File: config.mk
export PLATFORM = sky130hd
export DESIGN_NAME = clamp_timing
export DESIGN_NICKNAME = d
export VERILOG_FILES = /design/src/clamp_timing_pkg.sv /design/src/clamp_timing.sv
export VERILOG_INCLUDE_DIRS = /design/src
export SDC_FILE = /design/constraint.sdc
export NUM_CORES = 1
export LEC_CHECK = 0
export BUFFER_PORTS_ARGS = -buffer_cell sky130_fd_sc_hd__clkbuf_2
export CELL_PAD_IN_SITES_DETAIL_PLACEMENT = 1
export CELL_PAD_IN_SITES_GLOBAL_PLACEMENT = 2
export CORE_MARGIN = 2
export CORE_UTILIZATION = 34
export CTS_CLUSTER_DIAMETER = 50
export DETAILED_ROUTE_END_ITERATION = 6
export PLACE_DENSITY_LB_ADDON = 0.1
export SYNTH_ARGS = -nofsm -noshare
export SYNTH_HDL_FRONTEND = slang
export SYNTH_SLANG_ARGS = --single-unit
File: constraint.sdc
create_clock -name pclk -period 5.3 [get_ports pclk]
set_input_delay 0.53 -clock pclk [delete_from_list [all_inputs] [get_ports pclk]]
set_output_delay 0.53 -clock pclk [all_outputs]
set_load 0.01 [all_outputs]
File: src/clamp_timing_cfg.svh
// Constants for the clamp pulse timing block: offsets, fields, resets, times.
// Assumes a 20 MHz pclk and a 12-bit APB byte address.
`ifndef CLAMP_TIMING_CFG_SVH
`define CLAMP_TIMING_CFG_SVH

// ****************************************************************
// Register map
// ****************************************************************
`define OFFSET_REG_ADDR     12'h000
`define STATUS_REG_ADDR     12'h004
`define POSITION_MSB        6
`define POSITION_LSB        0
`define OFFSET_RESET        16'h0040

// ****************************************************************
// Timing
// ****************************************************************
`define CLK_PERIOD_NS       50
`define SCLK_PERIOD_NS      82
`define PULSE_WIDTH_NS      1000
`define PULSE_CYCLES        ((`PULSE_WIDTH_NS + `CLK_PERIOD_NS - 1) / `CLK_PERIOD_NS)
`define MIN_DELAY_NS        1300
`define MAX_DELAY_NS        10500
`define RESET_FILTER_CYCLES 5

`endif

File: src/clamp_timing_pkg.sv
// Types shared by the clamp pulse timing block.
// Assumes nothing of its surroundings.
`default_nettype none
package clamp_timing_pkg;

  typedef enum logic [2:0] {
    ST_IDLE  = 3'b001,
    ST_DELAY = 3'b010,
    ST_PULSE = 3'b100
  } clamp_state_t;

  typedef struct packed {
    logic       core_reset_active;
    logic       pulse_active;
    logic       delay_active;
    logic [4:0] pulse_count;
  } clamp_status_t;

endpackage : clamp_timing_pkg
`default_nettype wire

File: src/clamp_timing.sv
// Clamp pulse generator timed from the horizontal flyback edge, with an APB
// register slave and a filtered core reset.
// Assumes inputs synchronous to pclk and an APB master in the same domain.
`timescale 1ns/1ns
`default_nettype none
`include "clamp_timing_cfg.svh"

// How it works
// - Each flyback leading edge restarts delay timing.
// - Offset comes from bits six to zero.
// - Delay equals offset times 82 ns.
// - Pulse width fixed at one microsecond.
// - Pulse start held within 1.3 to 10.5 us.
// - Core reset needs pin low over five cycles.
module clamp_timing
  import clamp_timing_pkg::*;
(
  input  wire logic        pclk,
  input  wire logic        presetn,
  input  wire logic        psel,
  input  wire logic        penable,
  input  wire logic        pwrite,
  input  wire logic [11:0] paddr,
  input  wire logic [31:0] pwdata,
  output var  logic [31:0] prdata,
  output var  logic        pready,
  output var  logic        pslverr,
  input  wire logic        horizontal_flyback_pulse,
  input  wire logic        reset_pin_n,
  output var  logic        clamp_pulse,
  output var  logic        core_reset_n
);

  // ****************************************************************
  // Declarations
  // ****************************************************************
  logic [15:0]   offset_reg;
  logic [31:0]   prdata_reg;
  logic [31:0]   prdata_next;
  logic          pready_reg;
  logic          pslverr_reg;
  logic          flyback_prev_reg;
  logic          flyback_rise;
  clamp_state_t  state_reg;
  clamp_state_t  state_next;
  logic [13:0]   elapsed_reg;
  logic [13:0]   target_ns;
  logic [13:0]   raw_ns;
  logic [4:0]    pulse_cnt_reg;
  logic          clamp_reg;
  logic [2:0]    low_cnt_reg;
  logic          core_reset_n_reg;
  logic          access;
  logic          mapped;
  clamp_status_t status;

  // ****************************************************************
  // APB slave
  // ****************************************************************
  // One wait state: pready rises at the edge that ends the first access
  // cycle and the transfer completes at the following edge.
  assign access = psel & penable & pready_reg;
  assign mapped = (paddr == `OFFSET_REG_ADDR) || (paddr == `STATUS_REG_ADDR);

  always_ff @(posedge pclk or negedge presetn) begin
    if (!presetn) begin
      pready_reg <= 1'b0;
    end else begin
      pready_reg <= psel & penable & ~pready_reg;
    end
  end

  always_ff @(posedge pclk or negedge presetn) begin
    if (!presetn) begin
      pslverr_reg <= 1'b0;
    end else begin
      pslverr_reg <= psel & penable & ~pready_reg & ~mapped;
    end
  end

  always_ff @(posedge pclk or negedge presetn) begin
    if (!presetn) begin
      offset_reg <= `OFFSET_RESET;
    end else if (access && pwrite && paddr == `OFFSET_REG_ADDR) begin
      offset_reg <= pwdata[15:0];
    end
  end

  always_comb begin
    prdata_next = 32'h0000_0000;
    case (paddr)
      `OFFSET_REG_ADDR: prdata_next = {16'h0000, offset_reg};
      `STATUS_REG_ADDR: prdata_next = {24'h00_0000, status};
      default:          prdata_next = 32'h0000_0000;
    endcase
  end

  always_ff @(posedge pclk or negedge presetn) begin
    if (!presetn) begin
      prdata_reg <= 32'h0000_0000;
    end else if (psel && penable && !pready_reg && !pwrite) begin
      prdata_reg <= prdata_next;
    end
  end

  assign status = {~core_reset_n_reg,
                   clamp_reg,
                   (state_reg == ST_DELAY),
                   pulse_cnt_reg};

  // ****************************************************************
  // Clamp delay
  // ****************************************************************
  // The offset counts 82 ns steps; the count runs in nanoseconds so a
  // 50 ns clock reaches the step boundary without drifting.
  assign raw_ns = 14'(offset_reg[`POSITION_MSB:`POSITION_LSB]
                  * `SCLK_PERIOD_NS);

  always_comb begin
    if (raw_ns < 14'(`MIN_DELAY_NS)) begin
      target_ns = 14'(`MIN_DELAY_NS);
    end else if (raw_ns > 14'(`MAX_DELAY_NS)) begin
      target_ns = 14'(`MAX_DELAY_NS);
    end else begin
      target_ns = raw_ns;
    end
  end

  assign flyback_rise = horizontal_flyback_pulse & ~flyback_prev_reg;

  always_ff @(posedge pclk or negedge presetn) begin
    if (!presetn) begin
      flyback_prev_reg <= 1'b0;
    end else begin
      flyback_prev_reg <= horizontal_flyback_pulse;
    end
  end

  always_comb begin
    state_next = state_reg;
    case (state_reg)
      ST_IDLE: begin
        if (flyback_rise) begin
          state_next = ST_DELAY;
        end
      end
      ST_DELAY: begin
        if (flyback_rise) begin
          state_next = ST_DELAY;
        end else if (elapsed_reg >= target_ns) begin
          state_next = ST_PULSE;
        end
      end
      ST_PULSE: begin
        if (flyback_rise) begin
          state_next = ST_DELAY;
        end else if (pulse_cnt_reg == 5'(`PULSE_CYCLES - 1)) begin
          state_next = ST_IDLE;
        end
      end
      default: state_next = ST_IDLE;
    endcase
  end

  always_ff @(posedge pclk or negedge presetn) begin
    if (!presetn) begin
      state_reg <= ST_IDLE;
    end else begin
      state_reg <= state_next;
    end
  end

  always_ff @(posedge pclk or negedge presetn) begin
    if (!presetn) begin
      elapsed_reg <= 14'h0000;
    end else if (flyback_rise) begin
      elapsed_reg <= 14'h0000;
    end else if (state_reg == ST_DELAY) begin
      elapsed_reg <= elapsed_reg + 14'(`CLK_PERIOD_NS);
    end
  end

  always_ff @(posedge pclk or negedge presetn) begin
    if (!presetn) begin
      pulse_cnt_reg <= 5'h00;
    end else if (state_reg == ST_PULSE && !flyback_rise) begin
      pulse_cnt_reg <= pulse_cnt_reg + 5'h01;
    end else begin
      pulse_cnt_reg <= 5'h00;
    end
  end

  always_ff @(posedge pclk or negedge presetn) begin
    if (!presetn) begin
      clamp_reg <= 1'b0;
    end else begin
      clamp_reg <= (state_next == ST_PULSE);
    end
  end

  // ****************************************************************
  // Reset filter
  // ****************************************************************
  // Short glitches on the reset pin never reach the core.
  always_ff @(posedge pclk or negedge presetn) begin
    if (!presetn) begin
      low_cnt_reg <= 3'h0;
    end else if (reset_pin_n) begin
      low_cnt_reg <= 3'h0;
    end else if (low_cnt_reg != 3'(`RESET_FILTER_CYCLES + 1)) begin
      low_cnt_reg <= low_cnt_reg + 3'h1;
    end
  end

  always_ff @(posedge pclk or negedge presetn) begin
    if (!presetn) begin
      core_reset_n_reg <= 1'b1;
    end else if (reset_pin_n) begin
      core_reset_n_reg <= 1'b1;
    end else if (low_cnt_reg == 3'(`RESET_FILTER_CYCLES)) begin
      core_reset_n_reg <= 1'b0;
    end
  end

  assign prdata       = prdata_reg;
  assign pready       = pready_reg;
  assign pslverr      = pslverr_reg;
  assign clamp_pulse  = clamp_reg;
  assign core_reset_n = core_reset_n_reg;
endmodule : clamp_timing
`default_nettype wire

# Word level (Yosys, flattened, before mapping)
# Index checks and enable logic that the tools add are counted.
[totals]
word_cells = 65
output_inout_bits = 36
register_bits = 78
[classes]
n_lt_le_gt_ge = 3
n_reduce_logical = 14
add_sub_neg = 3
multipliers = 1
n_mux = 16
eq_ne = 8
bitwise_logic = 9
[ops]
columns = ["op", "n"]
rows = [
  ["2-to-1 mux 14 bit", 4],
  ["one-hot mux 16 bit (2 select lines)", 1],
  ["2-to-1 mux 3 bit", 7],
  ["adder 14 x 6 -> 14 bit, second input constant", 1],
  [">= comparator 14 bit", 1],
  ["> comparator 14 bit, second input constant", 1],
  ["< comparator 14 x 11 -> 1 bit, second input constant", 1],
  ["multiplier 7 x 6 -> 13 bit, second input constant", 1],
  ["equality test 12 x 3 -> 1 bit, second input constant", 1],
  ["zero test 12 bit", 1],
  ["equality test 3 bit, second input constant", 3],
  ["one-hot mux 3 bit (3 select lines)", 1],
  ["logical AND 1 bit", 6],
  ["nonzero test 2 bit", 3],
  ["adder 5 x 1 -> 5 bit, second input constant", 1],
  ["bitwise AND 1 bit", 5],
  ["equality test 5 bit, second input constant", 1],
  ["2-to-1 mux 5 bit", 1],
  ["inverter 1 bit", 4],
  ["adder 3 x 1 -> 3 bit, second input constant", 1],
  ["equality test 3 x 1 -> 1 bit, second input constant", 1],
  ["equality test 3 x 2 -> 1 bit, second input constant", 1],
  ["zero test 1 bit", 3],
  ["inequality test 3 bit, second input constant", 1],
  ["2 further kinds", 3],
]

# Logic depth before layout (Yosys ltp)
[depth]
ltp_word = 9
mapped_depth = 19

# Worst setup path before layout
# No wires, ideal clock.
[synth_timing]
kind = "flip-flop to flip-flop"
start = "register offset_reg[1]"
end = "register clamp_reg (netlist: clamp_pulse)"
period_less_slack_ns = 4.520
path_slack_ns = 0.780
t_arrival_ns = 4.399
n_path_buf = 0
setup_ns = 0.122
stages_incl_launch_ff = 19
cell_sequence = "dfrtp_1 -> ha_1 -> fa_1 -> ha_1 -> inv_1 -> fa_1 -> nand2b_1 -> a21oi_1 -> nand2_1 -> a21oi_2 -> o21ai_2 -> a32o_1 -> ha_1 -> nand2b_1 -> a21o_1 -> a211oi_1 -> o211a_1 -> o21ai_0 -> a32o_1"
[synth_between]
elab_chain_cells = 9
word_cells_on_any_way = 10
cone_classes = "1 x mul; 3 x order compare; 1 x eq/ne; 5 x mux"
[synth_lines]
columns = ["element", "line_no", "source"]
rows = [
  ["start, declared", "clamp_timing.sv:37", "logic [15:0] offset_reg;"],
  ["start signal, assigned", "clamp_timing.sv:83", "offset_reg <= `OFFSET_RESET;"],
  ["start signal, assigned", "clamp_timing.sv:85", "offset_reg <= pwdata[15:0];"],
  ["multiplier 7 x 6 -> 13 bit (no line) *", "n/a", ""],
  ["> comparator 14 bit", "clamp_timing.sv:122", "end else if (raw_ns > 14'(`MAX_DELAY_NS)) begin"],
  ["2-to-1 mux 14 bit", "clamp_timing.sv:122", ""],
  ["2-to-1 mux 14 bit *", "clamp_timing.sv:120", "if (raw_ns < 14'(`MIN_DELAY_NS)) begin"],
  [">= comparator 14 bit *", "clamp_timing.sv:150", "end else if (elapsed_reg >= target_ns) begin"],
  ["2-to-1 mux 3 bit *", "clamp_timing.sv:150", ""],
  ["2-to-1 mux 3 bit *", "clamp_timing.sv:148", "if (flyback_rise) begin"],
  ["one-hot mux 3 bit (3 select lines) *", "clamp_timing.sv:141", "case (state_reg)"],
  ["equality test 3 bit *", "clamp_timing.sv:197", "clamp_reg <= (state_next == ST_PULSE);"],
  ["end signal, assigned", "clamp_timing.sv:197", ""],
  ["end, declared", "clamp_timing.sv:50", "logic clamp_reg;"],
]
# Every way passes the cells marked *; elsewhere a longest branch is shown, timed or not.
# A chain may end at the register's enable or synchronous reset.

# Final worst setup path
[layout_timing]
start = "register offset_reg[3]"
end = "register clamp_reg (netlist: clamp_pulse)"
# The elaborated chain is that of the path after synthesis.

==> flow_summary_export.csv <==
group,metric,value,unit
sta,fin_skew,0.004982,ns
worst_setup_path,critPathBufInv,1,
route,route.detailed.drc,0,
global_routing,grt_antenna_before_repair,0,
cts,h-tree-depth,3,
pwr,p_per_area,250.6,nW/um^2
worst_setup_path,critPathKind,"flip-flop to flip-flop",
placement,hpwl,6922,um
route,vias_per_cell,5.058,
pwr,power.leakage,2.387,nW
worst_setup_path,startpoint,"offset_reg[3]$_DFFE_PN0P_",
route,wl,9069,um
finish,drive_gt1_frac,0.2415,
logic_synthesis,synth-edff-count,0,
worst_setup_path,slowest_stage,"dfrtp_1",
worst_setup_path,cpMostUsedCell,"ha_1",
route,wl_per_cell,15.48,um
cts,clkSinkCount,61,
die,io_pins,87,
cts,clk_pin_slew,0.06,ns
global_routing,grt_usage,0.1589,
worst_setup_path,cp.depth,18,
cts,cts-root-buf,"clkbuf_16",
logic_synthesis,async_flop_share,1.000,
worst_setup_path,crit_path_cell_trace,"ha_1 > fa_1 > ha_1 > inv_1 > fa_1 > nand2b_1 > a21oi_1 > xor2_1 > o31a_1 > nor2_1 > a32o_1 > ha_1 > nand2b_1 > a21o_1 > a211oi_1 > o211a_1 > o21ai_1 > a32o_1",
global_routing,grt_pass1_vias,3155,
worst_setup_path,crit_fanout,5,
worst_setup_path,reg2reg_depth,18,
finish,postLayoutCellArea,4618,sq um
finish,fill_cells,1310,
sta,fmax,203.0,MHz
cts,post_cts.repair.setup_buffers,0,
worst_setup_path,cpPeakStageDelay,0.47,ns
logic_synthesis,ys_ff_latch,61,
worst_setup_path,crit_path_end_kind,"flip-flop",
status,run_status,"finished, final reports clean",
worst_hold_path,hold_start,"horizontal_flyback_pulse",
sta,post-route-period-util,0.9295,
sta,hold_violations,0,
die,start_util,0.3465,
placement,place_ws,0.1840,ns
worst_setup_path,crit_family,"adder cells",
logic_synthesis,yosysWarnings,0,
pwr,ir_worst_vdd,0.1903,mV
sta,period_needed,4.926,ns
placement,place_area,4318,sq um
route,firstDrtPassIters,4,
route,drtIter0Drc,99,
sta,drv_slew,0,
worst_setup_path,r2r-end,"clamp_pulse$_DFF_PN0_",
cts,cts_resized,0,
route,drtAntennaViolNets,0,
cts,cts_buffer_depth,2,
logic_synthesis,syn_area_per_cell,10.43,sq um
cts,holdBufCountCts,0,
job,drv_cap,0,
logic_synthesis,syn_inst,376,
finish,area_growth,17.74,%
worst_setup_path,startpoint_type,"flip-flop",
worst_setup_path,reg2reg_slack,0.37,ns
global_routing,grt_max_degree,62,
worst_setup_path,critPathRequiredTime,5.52,ns
sta,slew_headroom,0.1449,
worst_setup_path,rr_startpoint,"offset_reg[3]$_DFFE_PN0P_",
sta,timing.hold.ws,0.3235,ns
die,die_h,111.4,um
sta,rsz0062_at_grt,"no",
logic_synthesis,yosys_most_used_dff,"dfrtp_1",
sta,finalSetupViolations,0,
global_routing,grt_pass1_wl,15580,um
worst_setup_path,endpoint,"clamp_pulse$_DFF_PN0_",
finish,ff_latch_area,1530,sq um
worst_setup_path,worstPathArrival,5.15,ns
finish,utilization,0.4079,
cts,numCtsBuffers,9,
die,dieArea,12410,sq um
finish,final_nets,536,
sta,setup_ws,0.3739,ns
placement,gp_congestion,0.7244,
die,core_area,11320,sq um
global_routing,grt_overflow,0,
logic_synthesis,ys_seq_area_frac,0.3901,
cts,cts_tree,"built",
placement,io_buffers,54,
sta,fin_tns_setup,0,ns
logic_synthesis,syn_area,3923,sq um
sta,worst_slew_pin_slew,1.280,ns
finish,multi_input_area,2233,sq um
die,die_w,111.4,um
logic_synthesis,synth.distinct_cells,54,
route,dr_total_vias,2964,
cts,clock_latency,0.34,ns
finish,diodes,0,
worst_hold_path,hold_path_class,"primary input to flip-flop",
die,num_rows,39,
-- where the power goes --
| part | total [mW] | switching, mW | internal [mW] |
|---|---|---|---|
| logic | 0.0725 | 0.0445 | 0.0280 |
| registers | 0.494 | 0.0153 | 0.479 |
| clock network | 0.591 | 0.216 | 0.375 |
-- layout by cell type, fill, tap and decap left out, types with 5 or more instances in the layout --
master     synthesis  layout
inv_1             11      11
nor3_1             6       6
clkbuf_16          0       9
mux2i_1            9       9
dfrtp_1           58      58
mux2_2            16      16
xnor2_1            6       6
a21o_1             6       6
o21ai_0            7       6
a32o_1             5       5
ha_1              45      45
o31ai_1            8       8
nand3_1           10      10
nor2_1            35      35
clkbuf_2           0      54
nand2b_1           7       7
conb_1             1      16
xor2_1            14      14
buf_4             17       8
nand2_1           25      25
a22o_1             9       9
a21oi_1           10      10
-- cell type report --
cell class	instances	area share
tap	143	0.03874
sequential	61	0.3313
multi-input combinational	292	0.4836
inverter	12	0.009753
clock inverter	6	0.01328
clock buffer	10	0.05175
timing repair buffer	62	0.07153
-- synthesized netlist by cell type (2+ instances only) --
master,number,area (sq um)
a21o_1,6,45.04
or3_1,3,18.77
clkbuf_1,7,26.28
o21a_1,3,22.52
and2_1,3,18.77
mux2_2,16,180.2
nor2b_1,4,25.02
a32o_1,5,50.05
dfrtp_1,58,1451
nand2_1,25,93.84
o211ai_1,2,15.01
inv_1,11,41.29
nand3_1,10,50.05
fa_1,2,40.04
nor4b_1,3,26.28
dfstp_2,3,78.83
nor2_1,35,131.4
a211oi_1,4,30.03
mux2i_1,9,90.09
and3_1,4,25.02
a22o_1,9,78.83
a31oi_1,4,25.02
xnor2_1,6,52.55
o31ai_1,8,60.06
nor4_1,2,12.51
o31a_1,2,17.52
nand4_1,2,12.51
nor3_1,6,30.03
a21oi_2,2,17.52
nand2b_1,7,43.79
a21oi_1,10,50.05
o21ai_0,7,35.03
o21ai_1,3,15.01
xor2_1,14,122.6
buf_4,17,127.6
ha_1,45,563.0
o211a_1,2,20.02
-- through the flow --
step | std cells | power (mW)
floorplan | 391 | 0.5482
global placement | 570 | 0.5725
detailed placement | 570 | 0.5753
CTS | 586 | 1.179
global route | 586 | 1.215
finish | 586 | 1.157
-- how the worst min path moves through the flow --
stage / to / slack, ns / depth (start not counted)
floorplan: clamp_pulse$_DFF_PN0_ / 0.23 / 0
global placement: prdata[7]$_DFFE_PN0P_ / 0.46 / 2
detailed placement: prdata[0]$_DFFE_PN0P_ / 0.47 / 2
CTS: flyback_prev_reg$_DFF_PN0_ / 0.31 / 1
global route: flyback_prev_reg$_DFF_PN0_ / 0.33 / 1
finish: flyback_prev_reg$_DFF_PN0_ / 0.32 / 1
-- cell families after synthesis --
logic type               Yosys count  share of synthesized area
flip-flops                        61                     0.3901
buffers and inverters             38                    0.05486
AO/OA/AOI/OAI                     73                     0.1394
adder cells (fa/ha/maj)           47                     0.1537
AND/OR/NAND/NOR                  110                     0.1404
multiplexers                      25                    0.06890
XOR/XNOR                          21                    0.05168
other                              1                  0.0009560
-- metal layers --
| layer | up-vias | track usage | wire (um) |
|---|---|---|---|
| met2 | 48 | 0.2557 | 4215 |
| met4 | 0 | 0.06667 | 176 |
| li1 | 1453 | - | - |
| met3 | 11 | 0.03919 | 314 |
| met1 | 1452 | 0.2054 | 4362 |
| met5 | - | 0 | 0 |
Power figures use the tool's default switching activity.
